File: config.mk
export PLATFORM = sky130hd
export DESIGN_NAME = ddc_nco_mixer
export DESIGN_NICKNAME = d
export VERILOG_FILES = /design/src/design/ddc_fifo.v /design/src/design/ddc_nco_mixer.v
export VERILOG_INCLUDE_DIRS = /design/src /design/src/design
export SDC_FILE = /design/constraint.sdc
export NUM_CORES = 2
export LEC_CHECK = 0
export BUFFER_PORTS_ARGS = -buffer_cell sky130_fd_sc_hd__buf_2
export CAP_MARGIN = 30
export CORE_ASPECT_RATIO = 1.2
export CORE_MARGIN = 3
export CORE_UTILIZATION = 30
export DETAILED_ROUTE_END_ITERATION = 12
export HOLD_SLACK_MARGIN = 0.12
export SYNTH_ARGS = -nofsm -noshare
export SYNTH_HDL_FRONTEND = slang
export SYNTH_HIERARCHICAL = 1
export SYNTH_SLANG_ARGS = --single-unit
export TNS_END_PERCENT = 100
File: constraint.sdc
create_clock -name ref_clk -period 37.5 [get_ports ref_clk]
set_clock_uncertainty 0.1 [all_clocks]
set_input_delay 5.625 -clock ref_clk [delete_from_list [all_inputs] [get_ports ref_clk]]
set_output_delay 5.625 -clock ref_clk [all_outputs]
set_load 0.02 [all_outputs]
File: src/design/ddc_nco_mixer_regs.vh
// Purpose: Register indices, field positions and reset values of the tuning stage.
// Assumes: Byte address of a register is four times its index.
// Notes:   Definitions only.
`ifndef DDC_NCO_MIXER_REGS_VH
`define DDC_NCO_MIXER_REGS_VH

// ==========================================================================
// Register indices
`define DDC_IDX_FSTEP_B0   14'h0314
`define DDC_IDX_FSTEP_B1   14'h0315
`define DDC_IDX_FSTEP_B2   14'h0316
`define DDC_IDX_FSTEP_B3   14'h0317
`define DDC_IDX_FSTEP_B4   14'h0318
`define DDC_IDX_FSTEP_B5   14'h031A
`define DDC_IDX_PSHIFT_B0  14'h031D
`define DDC_IDX_PSHIFT_B1  14'h031E
`define DDC_IDX_PSHIFT_B2  14'h031F
`define DDC_IDX_PSHIFT_B3  14'h0320
`define DDC_IDX_PSHIFT_B4  14'h0321
`define DDC_IDX_PSHIFT_B5  14'h0322
`define DDC_IDX_PAT_CTL    14'h0327
`define DDC_IDX_MIX_CTL    14'h0330
`define DDC_IDX_STATUS     14'h0340

// ==========================================================================
// Field positions
`define DDC_PAT_Q_BIT      2
`define DDC_PAT_I_BIT      0
`define DDC_MIX_SEL_BIT    7
`define DDC_GAIN_BIT       6
`define DDC_IFM_HI         5
`define DDC_IFM_LO         4
`define DDC_C2R_BIT        3

// ==========================================================================
// IF mode codes
`define DDC_IFM_VAR        2'h0
`define DDC_IFM_ZERO       2'h1
`define DDC_IFM_FS4        2'h2
`define DDC_IFM_TEST       2'h3

// ==========================================================================
// Reset values and pattern write mask
`define DDC_RST_STEP       48'h000000000000
`define DDC_RST_BYTE       8'h00
`define DDC_PAT_MASK       8'h05

`endif

File: src/design/ddc_fifo.v
// Purpose: Synchronous FIFO with valid and ready on both sides.
// Assumes: One clock, asynchronous active-low reset.
// Notes:   DEPTH must be a power of two.
`timescale 1ns/1ps

module ddc_fifo #(
    parameter WIDTH = 33,
    parameter DEPTH = 8,
    parameter AW    = 3
) (
    input  wire             ref_clk,
    input  wire             rst_b,
    input  wire             in_valid,
    output wire             in_ready,
    input  wire [WIDTH-1:0] in_data,
    output wire             out_valid,
    input  wire             out_ready,
    output wire [WIDTH-1:0] out_data,
    output wire [AW:0]      level
);

    reg [WIDTH-1:0] mem [0:DEPTH-1];
    reg [AW:0]      wr_r;
    reg [AW:0]      rd_r;
    wire            push;
    wire            pop;

    assign level     = wr_r - rd_r;
    assign in_ready  = (level != DEPTH[AW:0]) || (DEPTH > (1 << AW));
    assign out_valid = (wr_r != rd_r);
    assign push      = in_valid && in_ready;
    assign pop       = out_valid && out_ready;
    assign out_data  = mem[rd_r[AW-1:0]];

    always @(posedge ref_clk)
    begin
        if (push)
            mem[wr_r[AW-1:0]] <= in_data;
    end

    always @(posedge ref_clk or negedge rst_b)
    begin
        if (!rst_b)
        begin
            wr_r <= {(AW+1){1'b0}};
            rd_r <= {(AW+1){1'b0}};
        end
        else
        begin
            if (push)
                wr_r <= wr_r + 1'b1;
            if (pop)
                rd_r <= rd_r + 1'b1;
        end
    end

endmodule

File: src/design/ddc_nco_mixer.v
// Purpose: Oscillator, mixer, gain, IF mode, complex-to-real and test patterns.
// Assumes: ADC samples arrive on ref_clk, which is the sample clock.
// Notes:   APB slave with zero wait states; output passes an 8-word FIFO.
//
// Added by the designer: register access over APB.
`timescale 1ns/1ps
`include "ddc_nco_mixer_regs.vh"

module ddc_nco_mixer #(
    parameter DW         = 16,
    parameter FIFO_DEPTH = 8,
    parameter FIFO_AW    = 3
) (
    input  wire          ref_clk,
    input  wire          rst_b,
    input  wire          psel,
    input  wire          penable,
    input  wire          pwrite,
    input  wire [15:0]   paddr,
    input  wire [31:0]   pwdata,
    input  wire [3:0]    pstrb,
    output reg  [31:0]   prdata,
    output wire          pready,
    output wire          pslverr,
    input  wire          adc_valid,
    output wire          adc_ready,
    input  wire [DW-1:0] adc_i,
    input  wire [DW-1:0] adc_q,
    output wire          out_valid,
    input  wire          out_ready,
    output wire [DW-1:0] out_i,
    output wire [DW-1:0] out_q,
    output wire          out_q_valid
);

    // ======================================================================
    // Register file
    reg  [47:0]  freq_step_r;
    reg  [47:0]  phase_shift_r;
    reg  [7:0]   pat_ctl_r;
    reg  [7:0]   mix_ctl_r;
    reg          err_r;
    wire [13:0]  idx;
    wire         setup;
    wire         wr_en;
    wire [7:0]   wb;
    wire [FIFO_AW:0] fifo_level;
    wire         fifo_in_ready;
    reg  [7:0]   rd_byte;
    reg          hit;

    assign idx     = paddr[15:2];
    assign setup   = psel && !penable;
    assign wr_en   = psel && penable && pwrite && pstrb[0] && hit;
    assign wb      = pwdata[7:0];
    assign pready  = 1'b1;
    assign pslverr = psel && penable && err_r;

    always @*
    begin
        hit     = 1'b1;
        rd_byte = 8'h00;
        case (idx)
            `DDC_IDX_FSTEP_B0:  rd_byte = freq_step_r[7:0];
            `DDC_IDX_FSTEP_B1:  rd_byte = freq_step_r[15:8];
            `DDC_IDX_FSTEP_B2:  rd_byte = freq_step_r[23:16];
            `DDC_IDX_FSTEP_B3:  rd_byte = freq_step_r[31:24];
            `DDC_IDX_FSTEP_B4:  rd_byte = freq_step_r[39:32];
            `DDC_IDX_FSTEP_B5:  rd_byte = freq_step_r[47:40];
            `DDC_IDX_PSHIFT_B0: rd_byte = phase_shift_r[7:0];
            `DDC_IDX_PSHIFT_B1: rd_byte = phase_shift_r[15:8];
            `DDC_IDX_PSHIFT_B2: rd_byte = phase_shift_r[23:16];
            `DDC_IDX_PSHIFT_B3: rd_byte = phase_shift_r[31:24];
            `DDC_IDX_PSHIFT_B4: rd_byte = phase_shift_r[39:32];
            `DDC_IDX_PSHIFT_B5: rd_byte = phase_shift_r[47:40];
            `DDC_IDX_PAT_CTL:   rd_byte = pat_ctl_r;
            `DDC_IDX_MIX_CTL:   rd_byte = mix_ctl_r;
            `DDC_IDX_STATUS:    rd_byte = {3'h0, !fifo_in_ready, fifo_level};
            default:            hit = 1'b0;
        endcase
    end

    // Read data and the error flag are caught in the setup cycle so that
    // the access cycle completes with no wait state.
    always @(posedge ref_clk or negedge rst_b)
    begin
        if (!rst_b)
        begin
            prdata <= 32'h00000000;
            err_r  <= 1'b0;
        end
        else if (setup)
        begin
            prdata <= {24'h000000, rd_byte};
            err_r  <= !hit || (pwrite && (idx == `DDC_IDX_STATUS));
        end
    end

    always @(posedge ref_clk or negedge rst_b)
    begin
        if (!rst_b)
        begin
            freq_step_r   <= `DDC_RST_STEP;
            phase_shift_r <= `DDC_RST_STEP;
            pat_ctl_r     <= `DDC_RST_BYTE;
            mix_ctl_r     <= `DDC_RST_BYTE;
        end
        else if (wr_en)
        begin
            case (idx)
                `DDC_IDX_FSTEP_B0:  freq_step_r[7:0]     <= wb;
                `DDC_IDX_FSTEP_B1:  freq_step_r[15:8]    <= wb;
                `DDC_IDX_FSTEP_B2:  freq_step_r[23:16]   <= wb;
                `DDC_IDX_FSTEP_B3:  freq_step_r[31:24]   <= wb;
                `DDC_IDX_FSTEP_B4:  freq_step_r[39:32]   <= wb;
                `DDC_IDX_FSTEP_B5:  freq_step_r[47:40]   <= wb;
                `DDC_IDX_PSHIFT_B0: phase_shift_r[7:0]   <= wb;
                `DDC_IDX_PSHIFT_B1: phase_shift_r[15:8]  <= wb;
                `DDC_IDX_PSHIFT_B2: phase_shift_r[23:16] <= wb;
                `DDC_IDX_PSHIFT_B3: phase_shift_r[31:24] <= wb;
                `DDC_IDX_PSHIFT_B4: phase_shift_r[39:32] <= wb;
                `DDC_IDX_PSHIFT_B5: phase_shift_r[47:40] <= wb;
                `DDC_IDX_PAT_CTL:   pat_ctl_r <= wb & `DDC_PAT_MASK;
                `DDC_IDX_MIX_CTL:   mix_ctl_r <= wb;
                default:            mix_ctl_r <= mix_ctl_r;
            endcase
        end
    end

    // ======================================================================
    // Sine lookup and saturation
    function signed [15:0] sin_lut;
        input [5:0] p;
        reg   [4:0] k;
        reg   [15:0] m;
        begin
            k = p[4] ? (5'h10 - {1'b0, p[3:0]}) : {1'b0, p[3:0]};
            case (k)
                5'h00:   m = 16'h0000;
                5'h01:   m = 16'h0C8C;
                5'h02:   m = 16'h18F9;
                5'h03:   m = 16'h2528;
                5'h04:   m = 16'h30FB;
                5'h05:   m = 16'h3C56;
                5'h06:   m = 16'h471C;
                5'h07:   m = 16'h5133;
                5'h08:   m = 16'h5A82;
                5'h09:   m = 16'h62F1;
                5'h0A:   m = 16'h6A6D;
                5'h0B:   m = 16'h70E2;
                5'h0C:   m = 16'h7641;
                5'h0D:   m = 16'h7A7C;
                5'h0E:   m = 16'h7D89;
                5'h0F:   m = 16'h7F61;
                default: m = 16'h7FFF;
            endcase
            sin_lut = p[5] ? -m : m;
        end
    endfunction

    function signed [15:0] sat16;
        input signed [34:0] v;
        begin
            if (v > 35'sh0000_07FFF)
                sat16 = 16'h7FFF;
            else if (v < -35'sh0000_08000)
                sat16 = 16'h8000;
            else
                sat16 = v[15:0];
        end
    endfunction

    // ======================================================================
    // Oscillator
    reg  [47:0]  acc_r;
    reg  [1:0]   qcnt_r;
    reg  [15:0]  ramp_r;
    wire [47:0]  phase;
    wire [1:0]   ifm;
    reg  [5:0]   lut_ph;
    wire         take;
    wire         st_ready;

    assign take      = adc_valid && st_ready;
    assign adc_ready = st_ready;
    assign phase     = acc_r + phase_shift_r;
    assign ifm       = mix_ctl_r[`DDC_IFM_HI:`DDC_IFM_LO];

    // The frequency step wraps the 48-bit accumulator once per 2^48 / step
    // samples, which places the tone at step * fs / 2^48.
    always @(posedge ref_clk or negedge rst_b)
    begin
        if (!rst_b)
        begin
            acc_r  <= `DDC_RST_STEP;
            qcnt_r <= 2'h0;
            ramp_r <= 16'h0000;
        end
        else if (take)
        begin
            acc_r  <= acc_r + freq_step_r;
            qcnt_r <= qcnt_r + 2'h1;
            ramp_r <= ramp_r + 16'h0001;
        end
    end

    always @*
    begin
        case (ifm)
            `DDC_IFM_VAR:  lut_ph = phase[47:42];
            `DDC_IFM_ZERO: lut_ph = 6'h00;
            `DDC_IFM_FS4:  lut_ph = {qcnt_r, 4'h0};
            default:       lut_ph = phase[47:42];
        endcase
    end

    // ======================================================================
    // Mixer and gain
    wire signed [15:0] nco_cos;
    wire signed [15:0] nco_sin;
    reg  signed [15:0] xi;
    reg  signed [15:0] xq;
    wire signed [34:0] mi;
    wire signed [34:0] mq;
    wire signed [34:0] si;
    wire signed [34:0] sq;
    wire signed [15:0] yi;
    wire signed [15:0] yq;
    wire               cplx;
    wire               gain;

    assign nco_cos = sin_lut(lut_ph + 6'h10);
    assign nco_sin = sin_lut(lut_ph);
    assign cplx    = mix_ctl_r[`DDC_MIX_SEL_BIT];
    assign gain    = mix_ctl_r[`DDC_GAIN_BIT];

    // Test IF mode feeds a full-scale constant, so the output is the
    // oscillator itself; this checks the tone without an ADC.
    always @*
    begin
        if (ifm == `DDC_IFM_TEST)
        begin
            xi = 16'sh7FFF;
            xq = 16'sh0000;
        end
        else if (cplx)
        begin
            xi = adc_i;
            xq = adc_q;
        end
        else
        begin
            xi = adc_i;
            xq = 16'sh0000;
        end
    end

    // (xi + j xq) * (cos - j sin); a real input simply has xq at zero.
    assign mi = xi * nco_cos + xq * nco_sin;
    assign mq = xq * nco_cos - xi * nco_sin;
    assign si = gain ? (mi >>> 14) : (mi >>> 15);
    assign sq = gain ? (mq >>> 14) : (mq >>> 15);
    assign yi = sat16(si);
    assign yq = sat16(sq);

    // ======================================================================
    // Complex to real and test patterns
    reg  signed [15:0] ri;
    reg  signed [15:0] ri_neg;
    wire               c2r;
    wire [15:0]        oi;
    wire [15:0]        oq;

    assign c2r = mix_ctl_r[`DDC_C2R_BIT];

    // Negation saturates so that the most negative code does not wrap.
    always @*
    begin
        ri = 16'sh0000;
        case (qcnt_r)
            2'h0:    ri = yi;
            2'h1:    ri = (yq == 16'sh8000) ? 16'sh7FFF : -yq;
            2'h2:    ri = (yi == 16'sh8000) ? 16'sh7FFF : -yi;
            default: ri = yq;
        endcase
        ri_neg = ri;
    end

    assign oi = pat_ctl_r[`DDC_PAT_I_BIT] ? ramp_r : (c2r ? ri_neg : yi);
    assign oq = pat_ctl_r[`DDC_PAT_Q_BIT] ? ~ramp_r : (c2r ? 16'h0000 : yq);

    // ======================================================================
    // Output stage and FIFO
    reg  [32:0] st_data_r;
    reg         st_vld_r;

    // The stage holds its word until the FIFO takes it; a full FIFO stops
    // the accumulator, so no sample or phase step is ever skipped.
    assign st_ready = !st_vld_r || fifo_in_ready;

    always @(posedge ref_clk or negedge rst_b)
    begin
        if (!rst_b)
        begin
            st_vld_r  <= 1'b0;
            st_data_r <= 33'h000000000;
        end
        else if (st_ready)
        begin
            st_vld_r <= adc_valid;
            if (adc_valid)
                st_data_r <= {oi, oq, !c2r || pat_ctl_r[`DDC_PAT_Q_BIT]};
        end
    end

    wire [32:0] fifo_out;

    ddc_fifo #(
        .WIDTH (33),
        .DEPTH (FIFO_DEPTH),
        .AW    (FIFO_AW)
    ) u_fifo (
        .ref_clk   (ref_clk),
        .rst_b     (rst_b),
        .in_valid  (st_vld_r),
        .in_ready  (fifo_in_ready),
        .in_data   (st_data_r),
        .out_valid (out_valid),
        .out_ready (out_ready),
        .out_data  (fifo_out),
        .level     (fifo_level)
    );

    assign out_i       = fifo_out[32:17];
    assign out_q       = fifo_out[16:1];
    assign out_q_valid = fifo_out[0] && out_valid;

endmodule

==> flow_summary.json <==
{
  "outcome": "completed",
  "critical_path.max_fanout": 16,
  "crit_top_cell": "fa_1",
  "cts.sinks": 487,
  "synth_compound_area_share_pct": 8.20,
  "period_share_pct": 55.7,
  "cp.arrival_ns": 21.25,
  "setup_viol": 0,
  "drtIter0Drc": 4068,
  "fin_nets": 8544,
  "grt_setup_unrepaired": "no",
  "synth_edf_count": 264,
  "clock_latency_ns": 0.57,
  "floorplan.die.width_um": 439,
  "rows": 189,
  "track_usage_pct": 18.0,
  "yosysMostFrequentCell": "inv_1",
  "syn_avg_cell_area_um2": 9.78,
  "synthCells": 6884,
  "drv_slew": 0,
  "grt_pass1_vias": 53600,
  "htree_levels": 2,
  "yosys.area_share.xor_xnor_pct": 2.53,
  "gp_congestion": 0.949,
  "vias_per_cell": 5.07,
  "synth.top_cell.area_share_pct": 34.9,
  "yosys.area_share.simple_pct": 12.6,
  "grt_max_degree": 111,
  "ctsHoldBuffers": 0,
  "post_cts_buffers": 0,
  "synth.yosys.warnings": 6,
  "cts.path.max_buffers": 3,
  "numCtsBuffers": 44,
  "ios": 160,
  "wl_per_cell_um": 21.0,
  "synthAdderAreaFrac_pct": 42.8,
  "fmax_mhz": 47.9,
  "slowest_stage": "nor4b_1",
  "core_area_um2": 222000,
  "dp_hpwl_mm": 161,
  "cts_tree": "done",
  "cp_top_family": "compound AO/OA/AOI/OAI gates",
  "clk_pin_slew_worst_paths_ns": 0.07,
  "synth_top_cell_by_area": "fa_1",
  "hold_viol_final": 0,
  "period_minus_slack_ns": 20.87,
  "synthArstFlopShare_pct": 45.8,
  "required_ns": 37.88,
  "drt_wl_total_mm": 207,
  "yosys-top-cells-area": "fa_1 35%, edfxtp_1 12%, dfrtp_1 8.3%",
  "yosys_most_used_dff": "edfxtp_1",
  "die_area_um2": 230000,
  "seq_area_frac_synth_pct": 20.1,
  "synth_top_family_by_area": "adder cells",
  "syn_area_um2": 67300,
  "crit_buf_inv": 10,
  "initial_utilization_pct": 30.3,
  "worst_setup_path_end_kind": "register",
  "max_stage_delay_ns": 0.80,
  "synth_seq_cells": 487,
  "grt_pass1_wl_mm": 321,
  "antenna_found_initial": 14,
  "antenna_left": 0,
  "worstSetupPathType": "register to register",
  "syn2layout_area_growth_pct": 8.59,
  "gr-total-overflow": 0,
  "finish.utilization_pct": 32.9,
  "clockRootBuffer": "clkbuf_16",
  "dr.pass1.iters": 8,
  "vias": 49900,
  "ys_types": 113,
  "tightest_slew_ns": 1.13,
  "relSlewSlack_pct": 24.7,
  "crit_path_start_kind": "register",
  "fin_setup_tns_ns": 0,
  "die_y_um": 525,
  "portBuffers": 105,
  "hold_path_class": "register to register",
  "drc": 0,
  "muxShareOfSynthArea_pct": 4.43,
  "ys_top_cells_by_count": "1316 x inv_1, 1174 x fa_1, 923 x nand2_1, 528 x nor2_1, 423 x ha_1",
  "drive_above_1_share_pct": 8.91,
  "cts_resized": 0,
  "drv_cap": 0
}
cell usage in the layout, fill, tap and decap left out, types with 50 or more instances in the layout:
cell type | synthesis | routed
a21o_1 | 70 | 70
a21oi_1 | 192 | 190
and2_1 | 98 | 98
buf_2 | 10 | 104
buf_4 | 26 | 126
dfrtp_1 | 223 | 220
edfxtp_1 | 264 | 264
fa_1 | 1174 | 1174
ha_1 | 423 | 423
inv_1 | 1316 | 1316
mux2_2 | 118 | 118
mux4_2 | 68 | 68
nand2_1 | 923 | 922
nand3_1 | 63 | 63
nor2_1 | 528 | 521
nor3_1 | 71 | 68
o21ai_0 | 176 | 175
xnor2_1 | 135 | 116
xor2_1 | 58 | 50
path summary, 6_finish.rpt:
path                       startpoint                end  slack (ns)  cells after the start
max                         acc_r[25]      st_data_r[19]       16.63                     61
min                         prdata[7]          prdata[7]        0.37                      2
max reg2reg                 acc_r[25]      st_data_r[19]       16.63                     61
min reg2reg                 prdata[7]          prdata[7]        0.37                      2
max in group asynchronous       rst_b  phase_shift_r[30]       30.17                      3
min in group asynchronous       rst_b          acc_r[10]        5.03                      1
layer usage:
metal	wire (um)	up-vias	share of wire, %	global-route usage (%)
met5	92	-	0.044	0
met4	10300	12	5.0	7.37
met3	16500	510	7.9	3.20
met2	99100	2022	48	30.6
met1	81400	25600	39	22.6
li1	-	21800	-	-
state kept, by name, summed over array words and instances (netlist names):
register       flops
u_fifo/wr_r        4
freq_step_r       48
st_vld_r           1
mix_ctl_r          8
qcnt_r             2
pat_ctl_r          2
prdata             8
u_fifo/rd_r        4
st_data_r         33
u_fifo/mem       264
ramp_r            16
acc_r             48
err_r              1
phase_shift_r     48
final cells by class:
cell class	count	area [um2]
repair buffers	234	1540
diodes	8	20.0
fillers	22600	149000
well taps	2960	3700
clock inverters	23	324
multi-input cells	4768	47900
clock buffers	56	1170
inverters	1321	4960
flip-flops and latches	487	13500
cell families (layout without fill, tap and decap cells):
kind of cell / count (synthesis) / in the layout
simple gates: 1937 / 1937
buf+inv: 1652 / 1634
fa+ha+maj: 1597 / 1597
compound gates: 817 / 817
flops: 487 / 487
mux: 198 / 198
xor+xnor: 194 / 194
other cells: 2 / 33
worst register-to-register path: cells and delay by family, from the launching register on:
family                   cells  cell delay, ns
AO/OA/AOI/OAI               22            6.65
XOR/XNOR                     3            1.09
adder cells (fa/ha/maj)     14            6.51
buffers and inverters       10            1.24
flip-flops                   1            0.41
AND/OR/NAND/NOR             12            4.78
through the flow:
| stage | instance area (um2) | hold WS [ns] | worst slack [ns] | instances |
|---|---|---|---|---|
| after floorplan | 67400 | 0.343 | 21.16 | 6907 |
| after global placement | 71500 | 0.360 | 17.03 | 9763 |
| final | 73100 | 0.372 | 16.63 | 9857 |
| after CTS | 73100 | 0.377 | 16.99 | 9848 |
| after detailed placement | 71600 | 0.364 | 17.06 | 9769 |
| after global routing | 73100 | 0.396 | 15.55 | 9850 |
Power is left out: the tool's default activity adds up to more than one toggle a clock period on the data nets, which glitch-free logic cannot reach.
